===== src/fpsw_pkg.sv =====
// package: constants and types for the frame phase status word block
package fpsw_pkg;

    // register offsets on the microprocessor port
    localparam logic [7:0] FPSW_OFS_LOW_BYTE  = 8'h0E;
    localparam logic [7:0] FPSW_OFS_FRAME_BIT = 8'h0F;

    // field positions inside the phase word
    localparam int FPSW_CHAN_MSB = 7;
    localparam int FPSW_CHAN_LSB = 3;
    localparam int FPSW_BIT_MSB  = 2;
    localparam int FPSW_BIT_LSB  = 0;
    localparam int FPSW_WRAP_MSB = 7;
    localparam int FPSW_WRAP_LSB = 5;

    // last count value of a system frame for each backplane rate
    localparam logic [7:0] FPSW_LAST_COUNT_2M  = 8'hFF;
    localparam logic [7:0] FPSW_LAST_COUNT_1M5 = 8'hC0;

    // values after reset
    localparam logic [7:0] FPSW_RESET_COUNT    = 8'h00;
    localparam logic [7:0] FPSW_RESET_RD_DATA  = 8'h00;
    localparam logic       FPSW_RESET_FROZEN   = 1'b0;

    // synchroniser depth in clock cycles
    localparam int FPSW_SYNC_STAGES = 2;

    // captured phase word: frame bit over channel over bit in channel
    typedef struct packed {
        logic       frame_bit;
        logic [4:0] channel;
        logic [2:0] bitpos;
    } fpsw_phase_t;

    localparam fpsw_phase_t FPSW_RESET_PHASE = '{
        frame_bit : 1'b0,
        channel   : 5'h00,
        bitpos    : 3'h0
    };

    // one decoded access on the microprocessor port
    typedef struct packed {
        logic       rd_start;
        logic       rd_end;
        logic       wr_start;
        logic [7:0] addr;
    } fpsw_access_t;

endpackage


===== src/fpsw_top.sv =====
// frame phase status word: backplane phase counter, capture, freeze port
//
// Notes on behaviour
// - phase counter counts backplane clock cycles, restarts each system frame pulse
// - low byte spans 0-255 at 2.048 MHz, 0-192 at 1.544 MHz
// - bits 7:3 give channel number, bits 2:0 give bit in channel
// - line frame pulse captures the current system-frame count
// - captured word refreshes on every line frame pulse unless frozen
// - ninth bit is a frame count toggling across frame boundaries
// - toggle when position passes last channel end or drops below zero
// - compare bits 7:5; toggle only 000 to 11X/1X1 and back
// - a write to either phase address freezes both registers
// - reading the low byte releases the freeze
// - captures fall when line clock is faster, rise when slower
// - rate select picks 2.048 MHz or 1.544 MHz backplane timing
`timescale 1ns/100ps

module fpsw_top #(
    parameter int ADDR_W = 8
) (
    input  wire logic              clock_in,
    input  wire logic              rstn_in,
    input  wire logic              ce_in,
    input  wire logic              backplane_receive_clock_in,
    input  wire logic              system_frame_pulse_in,
    input  wire logic              line_frame_pulse_in,
    input  wire logic              backplane_2m_select_in,
    input  wire logic              chip_select_n_in,
    input  wire logic              read_strobe_n_in,
    input  wire logic              write_strobe_n_in,
    input  wire logic [ADDR_W-1:0] address_in,
    output logic      [7:0]        data_out,
    output logic                   data_oe_n_out,
    output logic                   frozen_out
);

    initial begin
        if (ADDR_W < 8) begin
            $error("fpsw_top: ADDR_W must hold the register offsets");
        end
    end

    // ------------------------------------------------------------------
    // synchronisers: every timing and bus input pin passes two flip-flops before use; ce_in and rstn_in do not
    // ------------------------------------------------------------------
    localparam int PIN_W = 4;

    logic [PIN_W-1:0] pins_async;
    logic [PIN_W-1:0] pins_sync;
    logic [2:0]       strobe_n_sync;
    logic             strobe_sync_rd;
    logic             strobe_sync_wr;
    logic [ADDR_W-1:0] addr_sync;

    assign pins_async = {backplane_receive_clock_in,
                         system_frame_pulse_in,
                         line_frame_pulse_in,
                         backplane_2m_select_in};

    fpsw_sync #(
        .WIDTH (PIN_W),
        .INIT  (1'b0)
    ) u_pin_sync (
        .clock_in (clock_in),
        .rstn_in  (rstn_in),
        .ce_in    (ce_in),
        .async_in (pins_async),
        .sync_out (pins_sync)
    );

    // each bus pin crosses on its own: gating chip select with a strobe
    // ahead of the flops could let a skew glitch through as an access
    fpsw_sync #(
        .WIDTH (3),
        .INIT  (1'b1)
    ) u_strobe_sync (
        .clock_in (clock_in),
        .rstn_in  (rstn_in),
        .ce_in    (ce_in),
        .async_in ({chip_select_n_in, read_strobe_n_in, write_strobe_n_in}),
        .sync_out (strobe_n_sync)
    );

    assign strobe_sync_rd = ~strobe_n_sync[2] & ~strobe_n_sync[1];
    assign strobe_sync_wr = ~strobe_n_sync[2] & ~strobe_n_sync[0];

    // address is delayed as much as the strobes so both line up
    fpsw_sync #(
        .WIDTH (ADDR_W),
        .INIT  (1'b0)
    ) u_addr_sync (
        .clock_in (clock_in),
        .rstn_in  (rstn_in),
        .ce_in    (ce_in),
        .async_in (address_in),
        .sync_out (addr_sync)
    );

    logic bp_clk_sync;
    logic sys_fp_sync;
    logic line_fp_sync;
    logic sel_2m_sync;

    assign bp_clk_sync  = pins_sync[3];
    assign sys_fp_sync  = pins_sync[2];
    assign line_fp_sync = pins_sync[1];
    assign sel_2m_sync  = pins_sync[0];

    // ------------------------------------------------------------------
    // edge detection on the synchronised levels
    // ------------------------------------------------------------------
    // detectors reset low, the idle level of every pulse and strobe
    logic bp_clk_d_reg;
    logic sys_fp_d_reg;
    logic line_fp_d_reg;
    logic rd_d_reg;
    logic wr_d_reg;

    always_ff @(posedge clock_in or negedge rstn_in) begin
        if (!rstn_in) begin
            bp_clk_d_reg  <= 1'b0;
            sys_fp_d_reg  <= 1'b0;
            line_fp_d_reg <= 1'b0;
            rd_d_reg      <= 1'b0;
            wr_d_reg      <= 1'b0;
        end else if (ce_in) begin
            bp_clk_d_reg  <= bp_clk_sync;
            sys_fp_d_reg  <= sys_fp_sync;
            line_fp_d_reg <= line_fp_sync;
            rd_d_reg      <= strobe_sync_rd;
            wr_d_reg      <= strobe_sync_wr;
        end
    end

    wire bp_tick   = bp_clk_sync & ~bp_clk_d_reg;
    wire sys_frame = sys_fp_sync & ~sys_fp_d_reg;
    wire line_fp   = line_fp_sync & ~line_fp_d_reg;

    fpsw_pkg::fpsw_access_t acc;

    assign acc.rd_start = strobe_sync_rd & ~rd_d_reg;
    assign acc.rd_end   = ~strobe_sync_rd & rd_d_reg;
    assign acc.wr_start = strobe_sync_wr & ~wr_d_reg;
    assign acc.addr     = addr_sync[7:0];

    // upper address bits, if any, must be zero to hit this block
    wire addr_upper_zero = (ADDR_W == 8) ? 1'b1
                         : (addr_sync >> 8) == '0;

    wire hit_low   = addr_upper_zero
                   & (acc.addr == fpsw_pkg::FPSW_OFS_LOW_BYTE);
    wire hit_frame = addr_upper_zero
                   & (acc.addr == fpsw_pkg::FPSW_OFS_FRAME_BIT);
    wire hit_any   = hit_low | hit_frame;

    // ------------------------------------------------------------------
    // phase counter on the backplane receive clock
    // ------------------------------------------------------------------
    logic [7:0] count_reg;
    logic [7:0] count_next;

    // count limit follows the selected backplane rate
    wire [7:0] last_count = sel_2m_sync ? fpsw_pkg::FPSW_LAST_COUNT_2M
                                        : fpsw_pkg::FPSW_LAST_COUNT_1M5;

    always_comb begin
        count_next = count_reg;
        if (sys_frame) begin
            count_next = fpsw_pkg::FPSW_RESET_COUNT;
        end else if (bp_tick) begin
            if (count_reg >= last_count) begin
                count_next = fpsw_pkg::FPSW_RESET_COUNT;
            end else begin
                count_next = count_reg + 8'h01;
            end
        end
    end

    always_ff @(posedge clock_in or negedge rstn_in) begin
        if (!rstn_in) begin
            count_reg <= fpsw_pkg::FPSW_RESET_COUNT;
        end else if (ce_in) begin
            count_reg <= count_next;
        end
    end

    // ------------------------------------------------------------------
    // wrap detection on bits 7:5 of previous and current captures
    // ------------------------------------------------------------------
    function automatic logic upper_zone(input logic [2:0] top);
        // 11X or 1X1: the tail end of a frame
        upper_zone = (top[2] & top[1]) | (top[2] & top[0]);
    endfunction

    function automatic logic wraps(input logic [2:0] prev,
                                   input logic [2:0] curr);
        wraps = ((prev == 3'h0) & upper_zone(curr))
              | (upper_zone(prev) & (curr == 3'h0));
    endfunction

    // ------------------------------------------------------------------
    // capture and freeze
    // ------------------------------------------------------------------
    fpsw_pkg::fpsw_phase_t phase_reg;
    fpsw_pkg::fpsw_phase_t phase_next;
    logic                  frozen_reg;
    logic                  frozen_next;

    wire [2:0] prev_top = phase_reg.channel[4:2];
    wire [2:0] curr_top = count_reg[fpsw_pkg::FPSW_WRAP_MSB:
                                    fpsw_pkg::FPSW_WRAP_LSB];
    wire       wrap_hit = wraps(prev_top, curr_top);

    // a write in the same cycle already blocks the capture, so the
    // value software reads is never one that landed after its write
    wire freeze_evt  = acc.wr_start & hit_any;
    wire release_evt = acc.rd_start & hit_low;
    wire capture_ok  = line_fp & ~frozen_reg & ~freeze_evt;

    always_comb begin
        phase_next = phase_reg;
        if (capture_ok) begin
            phase_next.channel = count_reg[fpsw_pkg::FPSW_CHAN_MSB:
                                           fpsw_pkg::FPSW_CHAN_LSB];
            phase_next.bitpos  = count_reg[fpsw_pkg::FPSW_BIT_MSB:
                                           fpsw_pkg::FPSW_BIT_LSB];
            phase_next.frame_bit = phase_reg.frame_bit ^ wrap_hit;
        end
    end

    // a write after the release read re-freezes; freeze wins a tie
    always_comb begin
        frozen_next = frozen_reg;
        if (freeze_evt) begin
            frozen_next = 1'b1;
        end else if (release_evt) begin
            frozen_next = 1'b0;
        end
    end

    always_ff @(posedge clock_in or negedge rstn_in) begin
        if (!rstn_in) begin
            phase_reg  <= fpsw_pkg::FPSW_RESET_PHASE;
            frozen_reg <= fpsw_pkg::FPSW_RESET_FROZEN;
        end else if (ce_in) begin
            phase_reg  <= phase_next;
            frozen_reg <= frozen_next;
        end
    end

    // ------------------------------------------------------------------
    // read path: data and bus enable held from read start to read end
    // ------------------------------------------------------------------
    logic [7:0] rd_data_reg;
    logic [7:0] rd_data_next;
    logic       oe_n_reg;
    logic       oe_n_next;

    // read value is taken from the word as it stood before this cycle;
    // the release read of the low byte therefore returns frozen data
    wire [7:0] low_byte  = {phase_reg.channel, phase_reg.bitpos};
    wire [7:0] frame_byte = {7'h00, phase_reg.frame_bit};

    wire [7:0] rd_value = hit_low   ? low_byte
                        : hit_frame ? frame_byte
                        : fpsw_pkg::FPSW_RESET_RD_DATA;

    always_comb begin
        rd_data_next = rd_data_reg;
        oe_n_next    = oe_n_reg;
        if (acc.rd_start) begin
            rd_data_next = rd_value;
            oe_n_next    = ~hit_any;
        end else if (acc.rd_end) begin
            oe_n_next    = 1'b1;
        end
    end

    always_ff @(posedge clock_in or negedge rstn_in) begin
        if (!rstn_in) begin
            rd_data_reg <= fpsw_pkg::FPSW_RESET_RD_DATA;
            oe_n_reg    <= 1'b1;
        end else if (ce_in) begin
            rd_data_reg <= rd_data_next;
            oe_n_reg    <= oe_n_next;
        end
    end

    assign data_out      = rd_data_reg;
    assign data_oe_n_out = oe_n_reg;
    assign frozen_out    = frozen_reg;

endmodule


===== src/fpsw_sync.sv =====
// two flip-flop synchroniser for a group of level inputs
`timescale 1ns/100ps

module fpsw_sync #(
    parameter int        WIDTH = 1,
    parameter logic      INIT  = 1'b0
) (
    input  wire logic             clock_in,
    input  wire logic             rstn_in,
    input  wire logic             ce_in,
    input  wire logic [WIDTH-1:0] async_in,
    output logic      [WIDTH-1:0] sync_out
);

    logic [WIDTH-1:0] meta_reg;
    logic [WIDTH-1:0] sync_reg;

    initial begin
        if (WIDTH < 1) begin
            $error("fpsw_sync: WIDTH must be at least 1");
        end
    end

    // first stage is read by the second stage only
    always_ff @(posedge clock_in or negedge rstn_in) begin
        if (!rstn_in) begin
            meta_reg <= {WIDTH{INIT}};
            sync_reg <= {WIDTH{INIT}};
        end else if (ce_in) begin
            meta_reg <= async_in;
            sync_reg <= meta_reg;
        end
    end

    assign sync_out = sync_reg;

endmodule


===== config.mk =====
export PLATFORM = sky130hd
export DESIGN_NAME = fpsw_top
export DESIGN_NICKNAME = d
export VERILOG_FILES = /design/src/fpsw_pkg.sv /design/src/fpsw_top.sv /design/src/fpsw_sync.sv
export SDC_FILE = /design/constraint.sdc
export NUM_CORES = 1
export LEC_CHECK = 0
export BUFFER_PORTS_ARGS = -buffer_cell sky130_fd_sc_hd__buf_2
export CAP_MARGIN = 20
export CORE_UTILIZATION = 50
export CTS_BUF_LIST = sky130_fd_sc_hd__clkbuf_4
export DETAILED_ROUTE_END_ITERATION = 8
export HOLD_SLACK_MARGIN = 0.12
export PLACE_DENSITY = 0.68
export SETUP_SLACK_MARGIN = 0.1
export SYNTH_ARGS = -nofsm -noshare
export SYNTH_HDL_FRONTEND = slang
export SYNTH_SLANG_ARGS = --single-unit

===== constraint.sdc =====
create_clock -name clock_in -period 4.5 [get_ports clock_in]
set_clock_uncertainty 0.1 [all_clocks]
set_input_delay 0 -clock clock_in [delete_from_list [all_inputs] [get_ports clock_in]]
set_output_delay 0 -clock clock_in [all_outputs]
set_load 0.05 [all_outputs]

# After elaboration in Yosys (flattened, before gate mapping)
# Cells that the tools add are included.
# totals
reg_bits	62
input_bits	18
word_cells	77
# classes
n_eq_ne	2
n_reduce_logical	10
bitwise	35
mux	10
n_addsub	1
n_lt_le_gt_ge	1
# ops
operator	n
$mux 8	4
$and 1x1->1	18
$eq 8x4->1 const B	2
$not 1->1	12
$reduce_and 2->1	5
$add 8x1->8 const B	1
$ge 8x8->1	1
$logic_not 3->1	2
$mux 6	1
$reduce_bool 2->1	3
$mux 1	5
$or 1x1->1	4
$xor 1x1->1	1

# Logic depth before layout (Yosys ltp)
# depth
ltp_word	7
ltp_mapped	7
mapped_depth_nobuf	7

# By module
# From an unflattened synthesis, not the netlist that was laid out.
# hier_totals
hier_cells	207
hier_area_um2	2824.0
# by_module_without_submodules
mod	n_inst	area_each_um2	cells_each	seq_area_each_um2
fpsw_top	1	1584.0	143	802.0
fpsw_sync at u_addr_sync	1	649.4	34	400.4
fpsw_sync at u_pin_sync	1	331.6	17	200.2
fpsw_sync at u_strobe_sync	1	259.0	13	157.7

# Worst setup path after synthesis
# OpenSTA, ideal clock, no wires.
# synth_timing
kind	register to register
from	reg u_pin_sync.sync_reg[0], in the netlist u_pin_sync.sync_out[0]
to	reg count_reg[7]
t_arrival_ns	1.748
t_required_ns	4.296
setup_time_ns	0.104
path_buffers	0
slack_ns	2.548
synth_period_minus_slack_ns	1.952
path_stages_with_launch	8
cell_sequence	dfrtp_1 > inv_1 > ha_1 > a21o_1 > a31oi_1 > o211ai_2 > or3b_2 > o311ai_1
# synth_via
elab_chain_len	5
# synth_lines
element	line_no	source
start, declared	fpsw_sync.sv:16	logic [WIDTH-1:0] sync_reg;
start signal, assigned	fpsw_sync.sv:28	sync_reg <= {WIDTH{INIT}};
start signal, assigned	fpsw_sync.sv:31	sync_reg <= meta_reg;
$mux 6	fpsw_top.sv:163	wire [7:0] last_count = sel_2m_sync ? fpsw_pkg::FPSW_LAST_COUNT_2M
$ge 8x8->1	fpsw_top.sv:171	if (count_reg >= last_count) begin
$mux 8	fpsw_top.sv:171	
$mux 8	fpsw_top.sv:170	end else if (bp_tick) begin
$mux 8	fpsw_top.sv:168	if (sys_frame) begin
end signal, assigned	fpsw_top.sv:181	count_reg <= fpsw_pkg::FPSW_RESET_COUNT;
end signal, assigned	fpsw_top.sv:183	count_reg <= count_next;
end, declared	fpsw_top.sv:159	logic [7:0] count_reg;
# No other way between the ends. The select of a mux whose other input is x is not followed.
# A chain may end at the register's enable or synchronous reset.

# Final worst setup path
# Ends and elaborated chain as after synthesis.

==> impl_results.md <==
* Worst IR drop on VDD at 0.310 mV
* Clk pwr share at between 30% and 40%
* Via/cell ratio at between 5 and 6
* Antenna violations before repair at 0
* Post-layout net count at 278
* Worst-path maximum fanout at 8
* P&R area growth vs syn at 20.1%
* Post-synthesis compound-gate area fraction at 10.4%
* Adder-Cell Fraction of Synth Area at around 3.7%
* Share of cells above drive strength 1 at between 30% and 40%
* Post-synthesis simple-gate area fraction at roughly 8.5%
* DPL Wire Length at between 2000 and 3000 um
* Logic pwr share at around 16%
* Fmax achieved at 0.475 GHz
* Total grt overflow at 0
* Worst reg2reg startpoint: u_pin_sync.sync_out[0]$_DFFE_PN0P_
* DR vias at ~1700
* CTS root buf: clkbuf_4
* Final period util at between 40% and 50%
* Syn_nets at 227
* DRC viols at 0
* DRT Pass-1 Iters at 6
* GPL Wtd Cong at just over 0.8
* Die Y at 75.4 um
* Clock-pin transition on the worst setup and hold timing paths at 0.11 ns
* Arrival @ worst endpoint at around 2.3 ns
* CTS tree: done
* First-pass GRT wire length at roughly 7500 um
* H-tree depth at 3
* Clk_lat worst skew at 0.41 ns
* Max-slew headroom at about 44%
* Setup crit end kind: register
* Worst-margin pin slew at 0.841 ns
* Total power at 1.37 mW
* Initial core utilization at ~52%
* I/O Pins at 28
* Drt first-iter violations at 51
* Hold Path Class: input pin to async pin
* Largest net degree at the start of global routing at 63
* Synth Instances at about 200
* Crit path required time at roughly 4.7 ns
* GRT Total Usage at a little under a fifth
* XOR/XNOR Fraction of Synth Area at less than 1%
* Sw Pwr at roughly 0.38 mW
* Crit Path Class: register to register
* Post-DRT Antenna Nets at 0
* Wire length per cell at between 10 and 15 um
* Syn. warnings at 0
* R2r setup slk at approximately 2.4 ns
* Register area share after synthesis at between 50% and 60%
* RSZ-0062 raised after global routing: no
* Final worst path period need at about 2.1 ns
* Status: completed
* Num rows at 26
* CTS sink count at 62
* P_leak at ~1.5 nW
* Int Pwr at about 1 mW
* Final hold violation count at 0
* Commonest non-fill, non-tap cell in the layout: dfrtp_1
* Sw Share at about 27%
* Most frequent cells in the layout: 55 x dfrtp_1, 34 x mux2_2, 27 x buf_2
* Die X at roughly 75 um
* Netlist Area Pre-Place at between 0.002 and 0.003 sq mm
* Largest family of logic cells by synthesized area: multiplexers
* Power density cells at between 400 and 500 mW/mm^2
* RR Endpoint: count_reg[7]$_DFFE_PN0P_
* Mux cell area share after synthesis at between 10% and 20%
* Syn avg cell area at about 13 sq um
* Seq cells post-synth at just over 60
* Setup_tns at 0 ns
* Vias in the first global route at roughly 1700
* # setup viols final at 0
* Clock tree buffer depth at 2
* Worst R2R Path Depth at 7
* Slew Limit Fails at 0
* Number of port buffers at 27
* Detailed-route wire length at between 4000 and 5000 um
* Inserted Diodes at 0
* Sequential share of power at between 50 and 60%
* Maxcap violations at 0
* Post-synth cell types at 37
* TritonCTS buffer count at 9
* Die area at about 0.0057 sq mm
* CORE AREA at between 0.005 and 0.006 sq mm
* Crit start category: register
[power by group through the flow]
stage                     clock, mW  combinational (mW)  sequential (mW)
after floorplan                   0               0.168            0.708
after global placement            0               0.210            0.720
after detailed placement          0               0.218            0.724
after CTS                     0.450               0.230            0.713
after global routing          0.474               0.259            0.727
final                         0.435               0.225            0.712
[worst max-delay path by stage]
stage	to	slack [ns]	cells after the start	start
after floorplan	count_reg[7]$_DFFE_PN0P_	2.55	7	u_pin_sync.sync_out[0]$_DFFE_PN0P_
after global placement	count_reg[7]$_DFFE_PN0P_	2.45	7	u_pin_sync.sync_out[0]$_DFFE_PN0P_
after detailed placement	count_reg[7]$_DFFE_PN0P_	2.40	7	u_pin_sync.sync_out[0]$_DFFE_PN0P_
after CTS	count_reg[7]$_DFFE_PN0P_	2.38	7	u_pin_sync.sync_out[0]$_DFFE_PN0P_
after global routing	frozen_out$_DFFE_PN0P_	2.23	6	ce_in
final	count_reg[7]$_DFFE_PN0P_	2.39	7	u_pin_sync.sync_out[0]$_DFFE_PN0P_
[synth_stat cells (all sizes together)]
cell type | instances | share of area, %
o21ai | 14 | 2.6
o2111ai | 1 | 0.33
nand2b | 2 | 0.46
nor4bb | 1 | 0.37
clkbuf | 3 | 0.42
o21a | 1 | 0.28
nor2b | 6 | 1.4
nand4 | 1 | 0.23
a22o | 12 | 3.9
inv | 4 | 0.56
nand3 | 3 | 0.56
nand2 | 13 | 1.8
or2 | 1 | 0.23
mux2i | 1 | 0.37
a21oi | 2 | 0.51
xor2 | 1 | 0.33
ha | 8 | 3.7
nor4 | 3 | 0.93
o22a | 1 | 0.33
buf | 3 | 0.79
nor2 | 6 | 1.1
dfstp | 7 | 6.8
dfrtp | 55 | 51
nor3 | 2 | 0.37
o311ai | 1 | 0.33
mux2 | 39 | 17
a31oi | 2 | 0.46
and3 | 3 | 0.70
o41ai | 1 | 0.60
a21o | 2 | 0.56
o211ai | 1 | 0.46
or3b | 1 | 0.33
[worst max-delay path: stages (launching register included)]
cell      delay (ns)
dfrtp_1         0.39
inv_1           0.16
ha_1            0.27
a21o_1          0.18
a31oi_1         0.17
o211ai_2        0.18
or3b_2          0.47
o311ai_1        0.09
[repair_timing]
action | in CTS | in global routing
hold buffers | 17 | 0
hold endpoints to repair | 80 | 0
setup buffers | 0 | 0
resized for setup | 0 | 0
[logic make-up after synthesis]
kind of cell | count (synthesis)
AND/OR/NAND/NOR | 42
multiplexers | 40
adder cells (fa/ha/maj) | 8
AO/OA/AOI/OAI | 38
XOR/XNOR | 1
buffers and inverters | 10
flip-flops | 62
[routing by layer]
layer	vias to the layer above	routed length, um	track usage [%]
li1	844	-	-
met1	819	2080	21.4
met2	31	1970	30.6
met3	5	185	7.54
met4	0	66	7.61
met5	-	0	0
[area by class of cell]
type | count | area, sq um
Clock inverter | 7 | 98.8
Timing Repair Buffer | 46 | 320
Inverter | 4 | 15.0
Fill cell | 419 | 1910
Multi-Input combinational cell | 129 | 1080
Sequential cell | 62 | 1560
Clock buffer | 9 | 67.6
Tap cell | 70 | 87.6
[metrics by stage]
stage / worst slack, ns / hold slack [ns] / util, % / std cells / cell area [sq um]
floorplan: 2.55 / -0.396 / - / 201 / 2690
global placement: 2.45 / 0.102 / 56.4 / 294 / 2900
detailed placement: 2.40 / 0.103 / 56.4 / 294 / 2900
CTS: 2.38 / 0.184 / 62.9 / 327 / 3230
global route: 2.23 / 0.232 / 62.9 / 327 / 3230
finish: 2.39 / 0.178 / 62.9 / 327 / 3230
No activity file was read; power rests on OpenSTA's default activity.
